File: config.mk
export PLATFORM = sky130hd
export DESIGN_NAME = endpoint_command
export DESIGN_NICKNAME = d
export VERILOG_FILES = /design/src/epcmd_pkg.sv /design/src/endpoint_command.sv /design/src/pid_tracker.sv
export SDC_FILE = /design/constraint.sdc
export NUM_CORES = 1
export LEC_CHECK = 0
export BUFFER_PORTS_ARGS = -buffer_cell sky130_fd_sc_hd__buf_2
export CAP_MARGIN = 10
export CORE_MARGIN = 3
export CORE_UTILIZATION = 45
export CTS_CLUSTER_DIAMETER = 60
export DETAILED_ROUTE_END_ITERATION = 6
export PLACE_DENSITY = 0.86
export SKIP_LAST_GASP = 1
export SLEW_MARGIN = 20
export SYNTH_ARGS = -nofsm -noshare
export SYNTH_HDL_FRONTEND = slang
export SYNTH_SLANG_ARGS = --single-unit
File: constraint.sdc
create_clock -name CLK -period 2.9 [get_ports CLK]
set_input_delay 0.435 -clock CLK [delete_from_list [all_inputs] [get_ports CLK]]
set_output_delay 0.435 -clock CLK [all_outputs]
set_load 0.02 [all_outputs]
File: src/epcmd_pkg.sv
package epcmd_pkg;

    localparam int          EP_COUNT          = 16;

    // register byte offsets
    localparam logic [7:0]  CMD_OFFSET        = 8'h00;
    localparam logic [7:0]  STATUS_OFFSET     = 8'h04;
    localparam logic [7:0]  MASK_OFFSET       = 8'h08;

    // endpoint_command field positions
    localparam int          CODE_LSB          = 0;
    localparam int          TARGET_LSB        = 4;
    localparam int          ZLP_EP_LSB        = 8;
    localparam int          TOGGLE_BIT        = 15;

    // reset values
    localparam logic [3:0]  FIELD4_RESET      = 4'h0;
    localparam logic [2:0]  EVENT_RESET       = 3'h0;
    localparam logic [15:0] EP_VEC_RESET      = 16'h0000;
    localparam logic [31:0] WORD_RESET        = 32'h0000_0000;

    // status and mask bit positions
    localparam int          EV_ZLP            = 0;
    localparam int          EV_CMD            = 1;
    localparam int          EV_BAD_CMD        = 2;

    // command codes
    localparam logic [3:0]  CODE_RSVD0        = 4'h0;
    localparam logic [3:0]  CODE_SETUP_FIN    = 4'h1;
    localparam logic [3:0]  CODE_FORCE_PID0   = 4'h2;
    localparam logic [3:0]  CODE_ENDPOINT_RESET     = 4'h3;
    localparam logic [3:0]  CODE_EP_HALT      = 4'h4;
    localparam logic [3:0]  CODE_EP_INVAL     = 4'h5;
    localparam logic [3:0]  CODE_RSVD6        = 4'h6;
    localparam logic [3:0]  CODE_EP_OFF       = 4'h7;
    localparam logic [3:0]  CODE_EP_ON        = 4'h8;
    localparam logic [3:0]  CODE_INVAL_ALL    = 4'h9;
    localparam logic [3:0]  CODE_USB_READY    = 4'ha;
    localparam logic [3:0]  CODE_SETUP_RCVD   = 4'hb;
    localparam logic [3:0]  CODE_EP_EOP       = 4'hc;
    localparam logic [3:0]  CODE_FIFO_CLEAR   = 4'hd;
    localparam logic [3:0]  CODE_TX_ZERO      = 4'he;
    localparam logic [3:0]  CODE_RSVDF        = 4'hf;

    localparam logic [2:0]  HSIZE_WORD        = 3'h2;

endpackage

File: src/endpoint_command.sv
// Added by the designer: register access over AHB-Lite and the address map.
`timescale 1ns/10ps
// Functional notes
// - With the toggle bit set, an interrupt-IN endpoint advances its data PID even when no handshake comes back.
// - A zero-length reception stores the receiving endpoint number in read-only bits 11 to 8.
// - That stored number holds until the next zero-length reception or a hardware reset.
// - Every zero-length reception overwrites the stored number; a single status bit 0 flags that a reception arrived.
// - Bits 7 to 4 are a read/write field that picks the endpoint a command acts on.
// - Bits 3 to 0 carry the command; code 1 ends the setup stage and code 2 forces the next PID to DATA0.
// - Code 3 resets, 4 halts, 5 invalidates, 7 turns off and 8 turns on the chosen endpoint.
// - Code 9 invalidates all, A is USB ready, B setup received, C end of packet, D FIFO clear, E zero-length send.
module endpoint_command
    import epcmd_pkg::*;
(
    input  wire logic        CLK,
    input  wire logic        RESETN,
    input  wire logic        HSEL,
    input  wire logic [31:0] HADDR,
    input  wire logic [1:0]  HTRANS,
    input  wire logic        HWRITE,
    input  wire logic [2:0]  HSIZE,
    input  wire logic [31:0] HWDATA,
    input  wire logic        HREADY,
    output logic      [31:0] HRDATA,
    output logic             HREADYOUT,
    output logic             HRESP,
    output logic             IRQ,
    input  wire logic        ZLP_RX,
    input  wire logic [3:0]  ZLP_EP,
    input  wire logic        IN_DONE,
    input  wire logic [3:0]  IN_EP,
    input  wire logic        IN_ACK,
    input  wire logic        IN_INTR,
    output logic             CMD_PULSE,
    output logic      [3:0]  CMD_CODE,
    output logic      [3:0]  CMD_EP,
    output logic      [15:0] ENDPOINT_ENABLED,
    output logic      [15:0] ENDPOINT_HALTED,
    output logic      [15:0] PID_STATE
);

    function automatic logic is_reserved(input logic [3:0] code);
        is_reserved = (code == CODE_RSVD0) || (code == CODE_RSVD6) || (code == CODE_RSVDF);
    endfunction

    function automatic logic [15:0] ep_onehot(input logic [3:0] ep);
        ep_onehot = 16'h0001 << ep;
    endfunction

    // bus slave state
    logic        dp_write_reg;
    logic        dp_write_next;
    logic [7:0]  dp_addr_reg;
    logic [7:0]  dp_addr_next;
    logic [31:0] hrdata_reg;
    logic [31:0] hrdata_next;
    logic        hreadyout_reg;
    logic        hresp_reg;

    // command register state
    logic        toggle_on_miss_reg;
    logic        toggle_on_miss_next;
    logic [3:0]  target_endpoint_reg;
    logic [3:0]  target_endpoint_next;
    logic [3:0]  code_reg;
    logic [3:0]  code_next;
    logic [3:0]  zero_length_rx_endpoint_reg;
    logic [3:0]  zero_length_rx_endpoint_next;

    // command outputs and endpoint state
    logic        cmd_pulse_reg;
    logic        cmd_pulse_next;
    logic [3:0]  cmd_code_reg;
    logic [3:0]  cmd_code_next;
    logic [3:0]  cmd_ep_reg;
    logic [3:0]  cmd_ep_next;
    logic [15:0] enabled_reg;
    logic [15:0] enabled_next;
    logic [15:0] halted_reg;
    logic [15:0] halted_next;

    // interrupt state
    logic [2:0]  status_reg;
    logic [2:0]  status_next;
    logic [2:0]  mask_reg;
    logic [2:0]  mask_next;
    logic        irq_reg;
    logic        irq_next;

    logic        addr_phase;
    logic        wr_cmd;
    logic        wr_status;
    logic        wr_mask;
    logic [3:0]  wr_code;
    logic [3:0]  wr_ep;
    logic        cmd_ok;
    logic        cmd_bad;
    logic        force_zero;
    logic [2:0]  ev_set;

    assign addr_phase = HSEL && HTRANS[1] && HREADY;
    assign wr_cmd     = dp_write_reg && (dp_addr_reg == CMD_OFFSET);
    assign wr_status  = dp_write_reg && (dp_addr_reg == STATUS_OFFSET);
    assign wr_mask    = dp_write_reg && (dp_addr_reg == MASK_OFFSET);
    assign wr_code    = HWDATA[CODE_LSB +: 4];
    assign wr_ep      = HWDATA[TARGET_LSB +: 4];
    assign cmd_ok     = wr_cmd && !is_reserved(wr_code);
    assign cmd_bad    = wr_cmd && is_reserved(wr_code);
    // endpoint reset also restarts the data PID sequence
    assign force_zero = cmd_ok && (wr_code == CODE_FORCE_PID0 || wr_code == CODE_ENDPOINT_RESET);

    // bus slave: zero wait states, read data registered in the address phase
    always_comb begin
        dp_write_next = 1'b0;
        dp_addr_next  = dp_addr_reg;
        hrdata_next   = hrdata_reg;
        if (addr_phase) begin
            dp_write_next = HWRITE && (HSIZE == HSIZE_WORD);
            dp_addr_next  = HADDR[7:0];
            if (!HWRITE) begin
                if (HADDR[7:0] == CMD_OFFSET) begin
                    // upper bits are undefined by contract; zero is a safe choice
                    hrdata_next = {16'h0000, toggle_on_miss_reg, 3'h0,
                                   zero_length_rx_endpoint_reg, target_endpoint_reg, code_reg};
                end else if (HADDR[7:0] == STATUS_OFFSET) begin
                    hrdata_next = {29'h0, status_reg};
                end else if (HADDR[7:0] == MASK_OFFSET) begin
                    hrdata_next = {29'h0, mask_reg};
                end else begin
                    hrdata_next = WORD_RESET;
                end
            end
        end
    end

    always_ff @(posedge CLK or negedge RESETN) begin
        if (!RESETN) begin
            dp_write_reg <= 1'b0;
            dp_addr_reg  <= 8'h00;
            hrdata_reg    <= WORD_RESET;
            // zero wait states and OKAY only, still launched from flops like every other output
            hreadyout_reg <= 1'b1;
            hresp_reg     <= 1'b0;
        end else begin
            dp_write_reg  <= dp_write_next;
            dp_addr_reg   <= dp_addr_next;
            hrdata_reg    <= hrdata_next;
            hreadyout_reg <= 1'b1;
            hresp_reg     <= 1'b0;
        end
    end

    // command register and command decode
    always_comb begin
        toggle_on_miss_next          = toggle_on_miss_reg;
        target_endpoint_next         = target_endpoint_reg;
        code_next                    = code_reg;
        zero_length_rx_endpoint_next = zero_length_rx_endpoint_reg;
        cmd_pulse_next               = 1'b0;
        cmd_code_next                = cmd_code_reg;
        cmd_ep_next                  = cmd_ep_reg;
        enabled_next                 = enabled_reg;
        halted_next                  = halted_reg;
        if (ZLP_RX) begin
            zero_length_rx_endpoint_next = ZLP_EP;
        end
        if (wr_cmd) begin
            toggle_on_miss_next  = HWDATA[TOGGLE_BIT];
            target_endpoint_next = wr_ep;
            code_next            = wr_code;
        end
        if (cmd_ok) begin
            cmd_pulse_next = 1'b1;
            cmd_code_next  = wr_code;
            cmd_ep_next    = wr_ep;
            case (wr_code)
                CODE_ENDPOINT_RESET: begin
                    halted_next = halted_reg & ~ep_onehot(wr_ep);
                end
                CODE_EP_HALT: begin
                    halted_next = halted_reg | ep_onehot(wr_ep);
                end
                CODE_EP_OFF: begin
                    enabled_next = enabled_reg & ~ep_onehot(wr_ep);
                end
                CODE_EP_ON: begin
                    enabled_next = enabled_reg | ep_onehot(wr_ep);
                end
                default: begin
                    enabled_next = enabled_reg;
                end
            endcase
        end
    end

    always_ff @(posedge CLK or negedge RESETN) begin
        if (!RESETN) begin
            toggle_on_miss_reg          <= 1'b0;
            target_endpoint_reg         <= FIELD4_RESET;
            code_reg                    <= FIELD4_RESET;
            zero_length_rx_endpoint_reg <= FIELD4_RESET;
            cmd_pulse_reg               <= 1'b0;
            cmd_code_reg                <= FIELD4_RESET;
            cmd_ep_reg                  <= FIELD4_RESET;
            enabled_reg                 <= EP_VEC_RESET;
            halted_reg                  <= EP_VEC_RESET;
        end else begin
            toggle_on_miss_reg          <= toggle_on_miss_next;
            target_endpoint_reg         <= target_endpoint_next;
            code_reg                    <= code_next;
            zero_length_rx_endpoint_reg <= zero_length_rx_endpoint_next;
            cmd_pulse_reg               <= cmd_pulse_next;
            cmd_code_reg                <= cmd_code_next;
            cmd_ep_reg                  <= cmd_ep_next;
            enabled_reg                 <= enabled_next;
            halted_reg                  <= halted_next;
        end
    end

    // interrupts: a new event in the clearing cycle survives the clear
    assign ev_set = {cmd_bad, cmd_ok, ZLP_RX};

    always_comb begin
        status_next = status_reg;
        mask_next   = mask_reg;
        if (wr_status) begin
            status_next = status_reg & ~HWDATA[2:0];
        end
        if (wr_mask) begin
            mask_next = HWDATA[2:0];
        end
        status_next = status_next | ev_set;
        irq_next    = |(status_next & mask_next);
    end

    always_ff @(posedge CLK or negedge RESETN) begin
        if (!RESETN) begin
            status_reg <= EVENT_RESET;
            mask_reg   <= EVENT_RESET;
            irq_reg    <= 1'b0;
        end else begin
            status_reg <= status_next;
            mask_reg   <= mask_next;
            irq_reg    <= irq_next;
        end
    end

    pid_tracker u_pid (
        .clk            (CLK),
        .resetn         (RESETN),
        .in_done        (IN_DONE),
        .in_ep          (IN_EP),
        .in_ack         (IN_ACK),
        .in_intr        (IN_INTR),
        .toggle_on_miss (toggle_on_miss_reg),
        .force_zero     (force_zero),
        .force_ep       (wr_ep),
        .pid_state      (PID_STATE)
    );

    assign HRDATA           = hrdata_reg;
    assign HREADYOUT        = hreadyout_reg;
    assign HRESP            = hresp_reg;
    assign IRQ              = irq_reg;
    assign CMD_PULSE        = cmd_pulse_reg;
    assign CMD_CODE         = cmd_code_reg;
    assign CMD_EP           = cmd_ep_reg;
    assign ENDPOINT_ENABLED = enabled_reg;
    assign ENDPOINT_HALTED  = halted_reg;
endmodule // endpoint_command

File: src/pid_tracker.sv
`timescale 1ns/10ps
module pid_tracker
    import epcmd_pkg::*;
(
    input  wire logic        clk,
    input  wire logic        resetn,
    input  wire logic        in_done,
    input  wire logic [3:0]  in_ep,
    input  wire logic        in_ack,
    input  wire logic        in_intr,
    input  wire logic        toggle_on_miss,
    input  wire logic        force_zero,
    input  wire logic [3:0]  force_ep,
    output logic      [15:0] pid_state
);

    logic [15:0] pid_reg;
    logic [15:0] pid_next;

    genvar g;
    generate
        for (g = 0; g < EP_COUNT; g = g + 1) begin : g_ep
            always_comb begin
                pid_next[g] = pid_reg[g];
                // a forced DATA0 beats a toggle in the same cycle
                if (force_zero && force_ep == 4'(g)) begin
                    pid_next[g] = 1'b0;
                end else if (in_done && in_ep == 4'(g)) begin
                    if (in_ack || (in_intr && toggle_on_miss)) begin
                        pid_next[g] = ~pid_reg[g];
                    end
                end
            end
        end
    endgenerate

    always_ff @(posedge clk or negedge resetn) begin
        if (!resetn) begin
            pid_reg <= EP_VEC_RESET;
        end else begin
            pid_reg <= pid_next;
        end
    end

    assign pid_state = pid_reg;
endmodule // pid_tracker

; ---- Word-level counts from Yosys, hierarchy flattened
; Index checks and enable logic that the tools add are counted.
; Widths: inputs -> output; s select.
[op_classes]
bitwise_logic = 26
eq_ne = 42
shifts = 1
n_mux = 57
reduce_logical = 106
[ops]
columns = op, n
row1 = $eq 4x4->1 const B, 18
row2 = $reduce_bool 2->1, 34
row3 = $pmux 16 s2, 2
row4 = $mux 1, 50
row5 = $eq 4x3->1 const B, 11
row6 = $logic_and 1x1->1, 42
row7 = $reduce_and 2->1, 19
row8 = $and 16x16->16, 2
row9 = $or 16x16->16, 2
row10 = $eq 4x2->1 const B, 6
row11 = $not 1->1, 17
row12 = $eq 8x3->1 const B, 2
row13 = $eq 8x4->1 const B, 2
row14 = $logic_not 8->1, 2
row15 = $mux 16, 1
row16 = $not 16->16, 1
row17 = $shl 1x4->16 const A, 1
row18 = $logic_not 4->1, 3
row19 = $mux 3, 4
row20 = $eq 4x1->1 const B, 2
row21 = $and 3x3->3, 2
row22 = $logic_or 1x1->1, 4
row23 = $eq 3x2->1 const B, 1
row24 = $not 3->3, 1
row25 = other kinds (3), 3
[totals]
wordCells = 263
out_inout_bits = 92
input_bits = 86
reg_bits = 118

; ---- Depth between registers and ports, before layout
[logic_depth]
ltp_word = 9
ltp_mapped = 7
depth_no_buf = 5

; ---- By module
; A second synthesis with hierarchy kept.
[unflattened]
cells_unflattened = 411
area_unflattened_um2 = 4817.1
[by_module_without_submodules]
columns = mod, cells_per_inst, area_each_um2, n_inst, seq_area_each_um2
row1 = endpoint_command, 311, 3896.2, 1, 2077.0
row2 = pid_tracker, 100, 920.9, 1, 400.4

; ---- Worst setup path after synthesis
; OpenSTA, ideal clock, no wires.
[synth_path]
kind = in2reg
startpoint = input HWDATA[1]
endpoint = register with a tool-made name
stages = 7
setup_time_ns = 0.128
arrival_ns = 1.866
path_slack_ns = 0.906
required_ns = 2.772
cell_sequence = buf_2 -> nor4b_2 -> a31oi_1 -> nor2_2 -> buf_4 -> nand2_1 -> mux2_1
[synth_lines]
columns = element, line
row1 = start: declaration, endpoint_command.sv:22  ; input wire logic [31:0] HWDATA,

==> results by group <==
Clocking
  – Clock latency on the worst-skew pair: ~0.36 ns
  – # hold bufs at CTS: 0
  – Clk slew on worst S/H paths: about 0.090 ns
  – H-tree Lvls: 3
  – Clock Tree Root: clkbuf_8
  – CTS tree: done
  – Total CTS buffers: 9
  – Clk sinks: 99
  – Post-CTS setup repair buffer count: 0
  – CTS resizes: 0
  – Longest Clk Path Bufs: 2

Die
  – I/O Pins: between 150 and 200
  – DIE HEIGHT: 107 microns
  – Die Area: roughly 0.011 sq mm
  – Core area: 0.00982 sq mm
  – Die W: 107 microns
  – Num rows: 36
  – Initial core utilization: 0.465

STA
  – Slew @ Worst Pin: 0.757 ns
  – Fmax: a little over 0.4 GHz
  – Fin Setup TNS: 0 ns
  – Final hold violations: 0
  – RSZ-0062 raised after global routing: false
  – Final setup fails: 0
  – Slew HR: 0.490
  – Final slew viol count: 0
  – Fin Clk Skew: approximately 0.013 ns
  – Final Cycle Share: 0.846
  – Crit path time final: roughly 2.5 ns

Final layout
  – Final #Nets: approximately 580
  – Most common cell after layout, fill and taps aside: buf_2
  – Design area: 0.00537 sq mm
  – Syn-to-layout area delta: 17.7%
  – Layout cells sized above 1: 0.378
  – Most frequent cells in the layout: buf_2, dfrtp_1, mux2_2, nand2_1, nor2_1
  – # diodes: 0

Power and ir drop
  – Sw Share: 0.296
  – Clock power share: 0.301
  – Total power draw: 3.34 mW
  – Pwr Density: ~620 mW/mm^2
  – Leakage power figure: ~2.6 nW
  – P_int: 2.35 mW
  – Switching power total: 0.988 mW
  – VDD IR max: 0.000251 V
  – Reg power frac: 0.498
  – Combinational Power Share: 0.201

GRT
  – Vias in the first global route: 3216
  – GRT Util Overall: 0.185
  – Initial antenna violation count: 0
  – Total grt overflow: 0
  – First-pass GRT wire length: ~17 mm
  – Largest net degree at the start of global routing: 55

Place
  – Placed Area: about 0.005 sq mm
  – IO Port Bufs: roughly 110
  – Final RePlAce weighted congestion: roughly 0.80
  – HPWL Detailed: 7.69 mm

Job
  – Max Cap Viol: 0

Setup path
  – Crit path DAT: roughly 2.7 ns
  – Max FO, Critical Path: 16
  – CP Launch Type: flop
  – Reg-to-reg startpoint: dp_addr_reg[2]
  – Worst Setup End Kind: flop
  – R2R setup slack: 0.45 ns
  – WP data required: 3.15 ns
  – FF-to-FF path depth: 5
  – Setup CP Type: reg -> reg
  – Setup crit start: dp_addr_reg[2]

Yosys
  – Netlist cell types: 50
  – Seq cells post-synth: 99
  – Synth warn: 0
  – Cell count after synthesis: 386
  – Post-synth top area cell: dfrtp_1
  – Synth Cell Area: about 0.0046 sq mm
  – Post-synth EDFFs: 0
  – Post-Syn Area per Cell: between 10 and 15 sq um
  – Largest cells by area after synthesis: dfrtp_1, mux2_2, buf_4
  – Register area share after synthesis: 0.543
  – Main synth FF type: dfrtp_1
  – Top cell type's share of synthesized area: 0.543
  – Asr flop ratio synth: 1.00

Route
  – Vias/cell: ~5.2
  – Total wire length: between 10 and 15 mm
  – Initial DRC Count: around 180
  – Drt pass-1 iters: 4
  – Final ANT Viol Nets: 0
  – DR vias: roughly 3200
  – DRC errors left: 0
  – DR WL/cell: 16.8 microns

Outcome
  – Status: finished clean

Min path
  – Worst min path class: in -> async
==> worst min-delay path by stage <==
stage | slack, ns | depth (start not counted) | to
after floorplan | 0.14 | 0 | CMD_CODE[0]
after global placement | 0.47 | 2 | HRDATA[1]
after detailed placement | 0.47 | 1 | HRDATA[7]
after CTS | 0.13 | 1 | HRDATA[1]
after global routing | 0.16 | 1 | HRDATA[10]
final | 0.11 | 1 | CMD_EP[2]
==> kinds of logic (layout without fill, tap and decap cells) <==
kind of cell / count (synthesis) / count (layout) / share of synthesized area
compound gates: 46 / 46 / 0.0644
xor+xnor: 17 / 17 / 0.0326
buf+inv: 41 / 128 / 0.0554
flops: 99 / 99 / 0.543
mux: 66 / 66 / 0.162
other cells: 2 / 21 / 0.00165
simple gates: 115 / 115 / 0.141
==> critical path: stages, from the launching register on <==
cell and delay [ns]:
dfrtp_1 0.46, nor3_1 0.41, nand4b_4 0.34, nor2_2 0.67, nand2_1 0.13, mux2_1 0.34
==> power by group through the flow <==
stage	Sequential (mW)	Clock (mW)	Combinational (mW)
floorplan	1.82	0	0.287
global placement	1.68	0	0.657
detailed placement	1.69	0	0.675
CTS	1.67	1.03	0.681
global route	1.68	1.08	0.731
finish	1.66	1.01	0.673
==> metrics by stage <==
| stage | utilization | setup slack (ns) | hold slack [ns] | cells |
|---|---|---|---|---|
| floorplan | - | 0.906 | 0.139 | 405 |
| global placement | 0.525 | 0.516 | 0.470 | 612 |
| detailed placement | 0.525 | 0.476 | 0.474 | 612 |
| CTS | 0.547 | 0.460 | 0.133 | 625 |
| global route | 0.547 | 0.281 | 0.163 | 625 |
| finish | 0.547 | 0.447 | 0.109 | 625 |
==> metal layers <==
layer | global-route usage | part of all wire | vias to the layer above
met5 | 0 | 0 | -
met4 | 0.0676 | 0.019 | 0
met3 | 0.0259 | 0.046 | 13
met2 | 0.296 | 0.48 | 104
met1 | 0.258 | 0.45 | 1617
li1 | - | - | 1502
==> synth_stat cells, types with 2 or more instances <==
cell      number
o31ai_1        2
nor3_4         2
nand4b_1       2
nor2_2         2
clkbuf_1       9
a22o_1        10
nor2_1        28
nand2_1       42
nor3_1         8
nand4_1        2
conb_1         2
buf_2          3
xor2_1         5
nand3b_1       4
o21ai_0        5
a21oi_1       22
mux2_1        13
inv_1          3
nand3_1        3
mux2i_1        4
buf_4         23
nand2b_1       4
dfrtp_1       99
a21o_1         2
mux2_2        49
nor2b_1        3
xnor2_1       12
==> area by class of cell <==
| cell class | count | area (sq um) |
|---|---|---|
| Sequential cell | 99 | 2480 |
| Fill cell | 863 | 4450 |
| Clock buffer | 10 | 128 |
| Clock inverter | 3 | 90.1 |
| Multi-Input combinational cell | 265 | 1910 |
| Tap cell | 133 | 166 |
| Inverter | 3 | 11.3 |
| Timing Repair Buffer | 112 | 586 |
No activity file was read; power rests on OpenSTA's default activity.
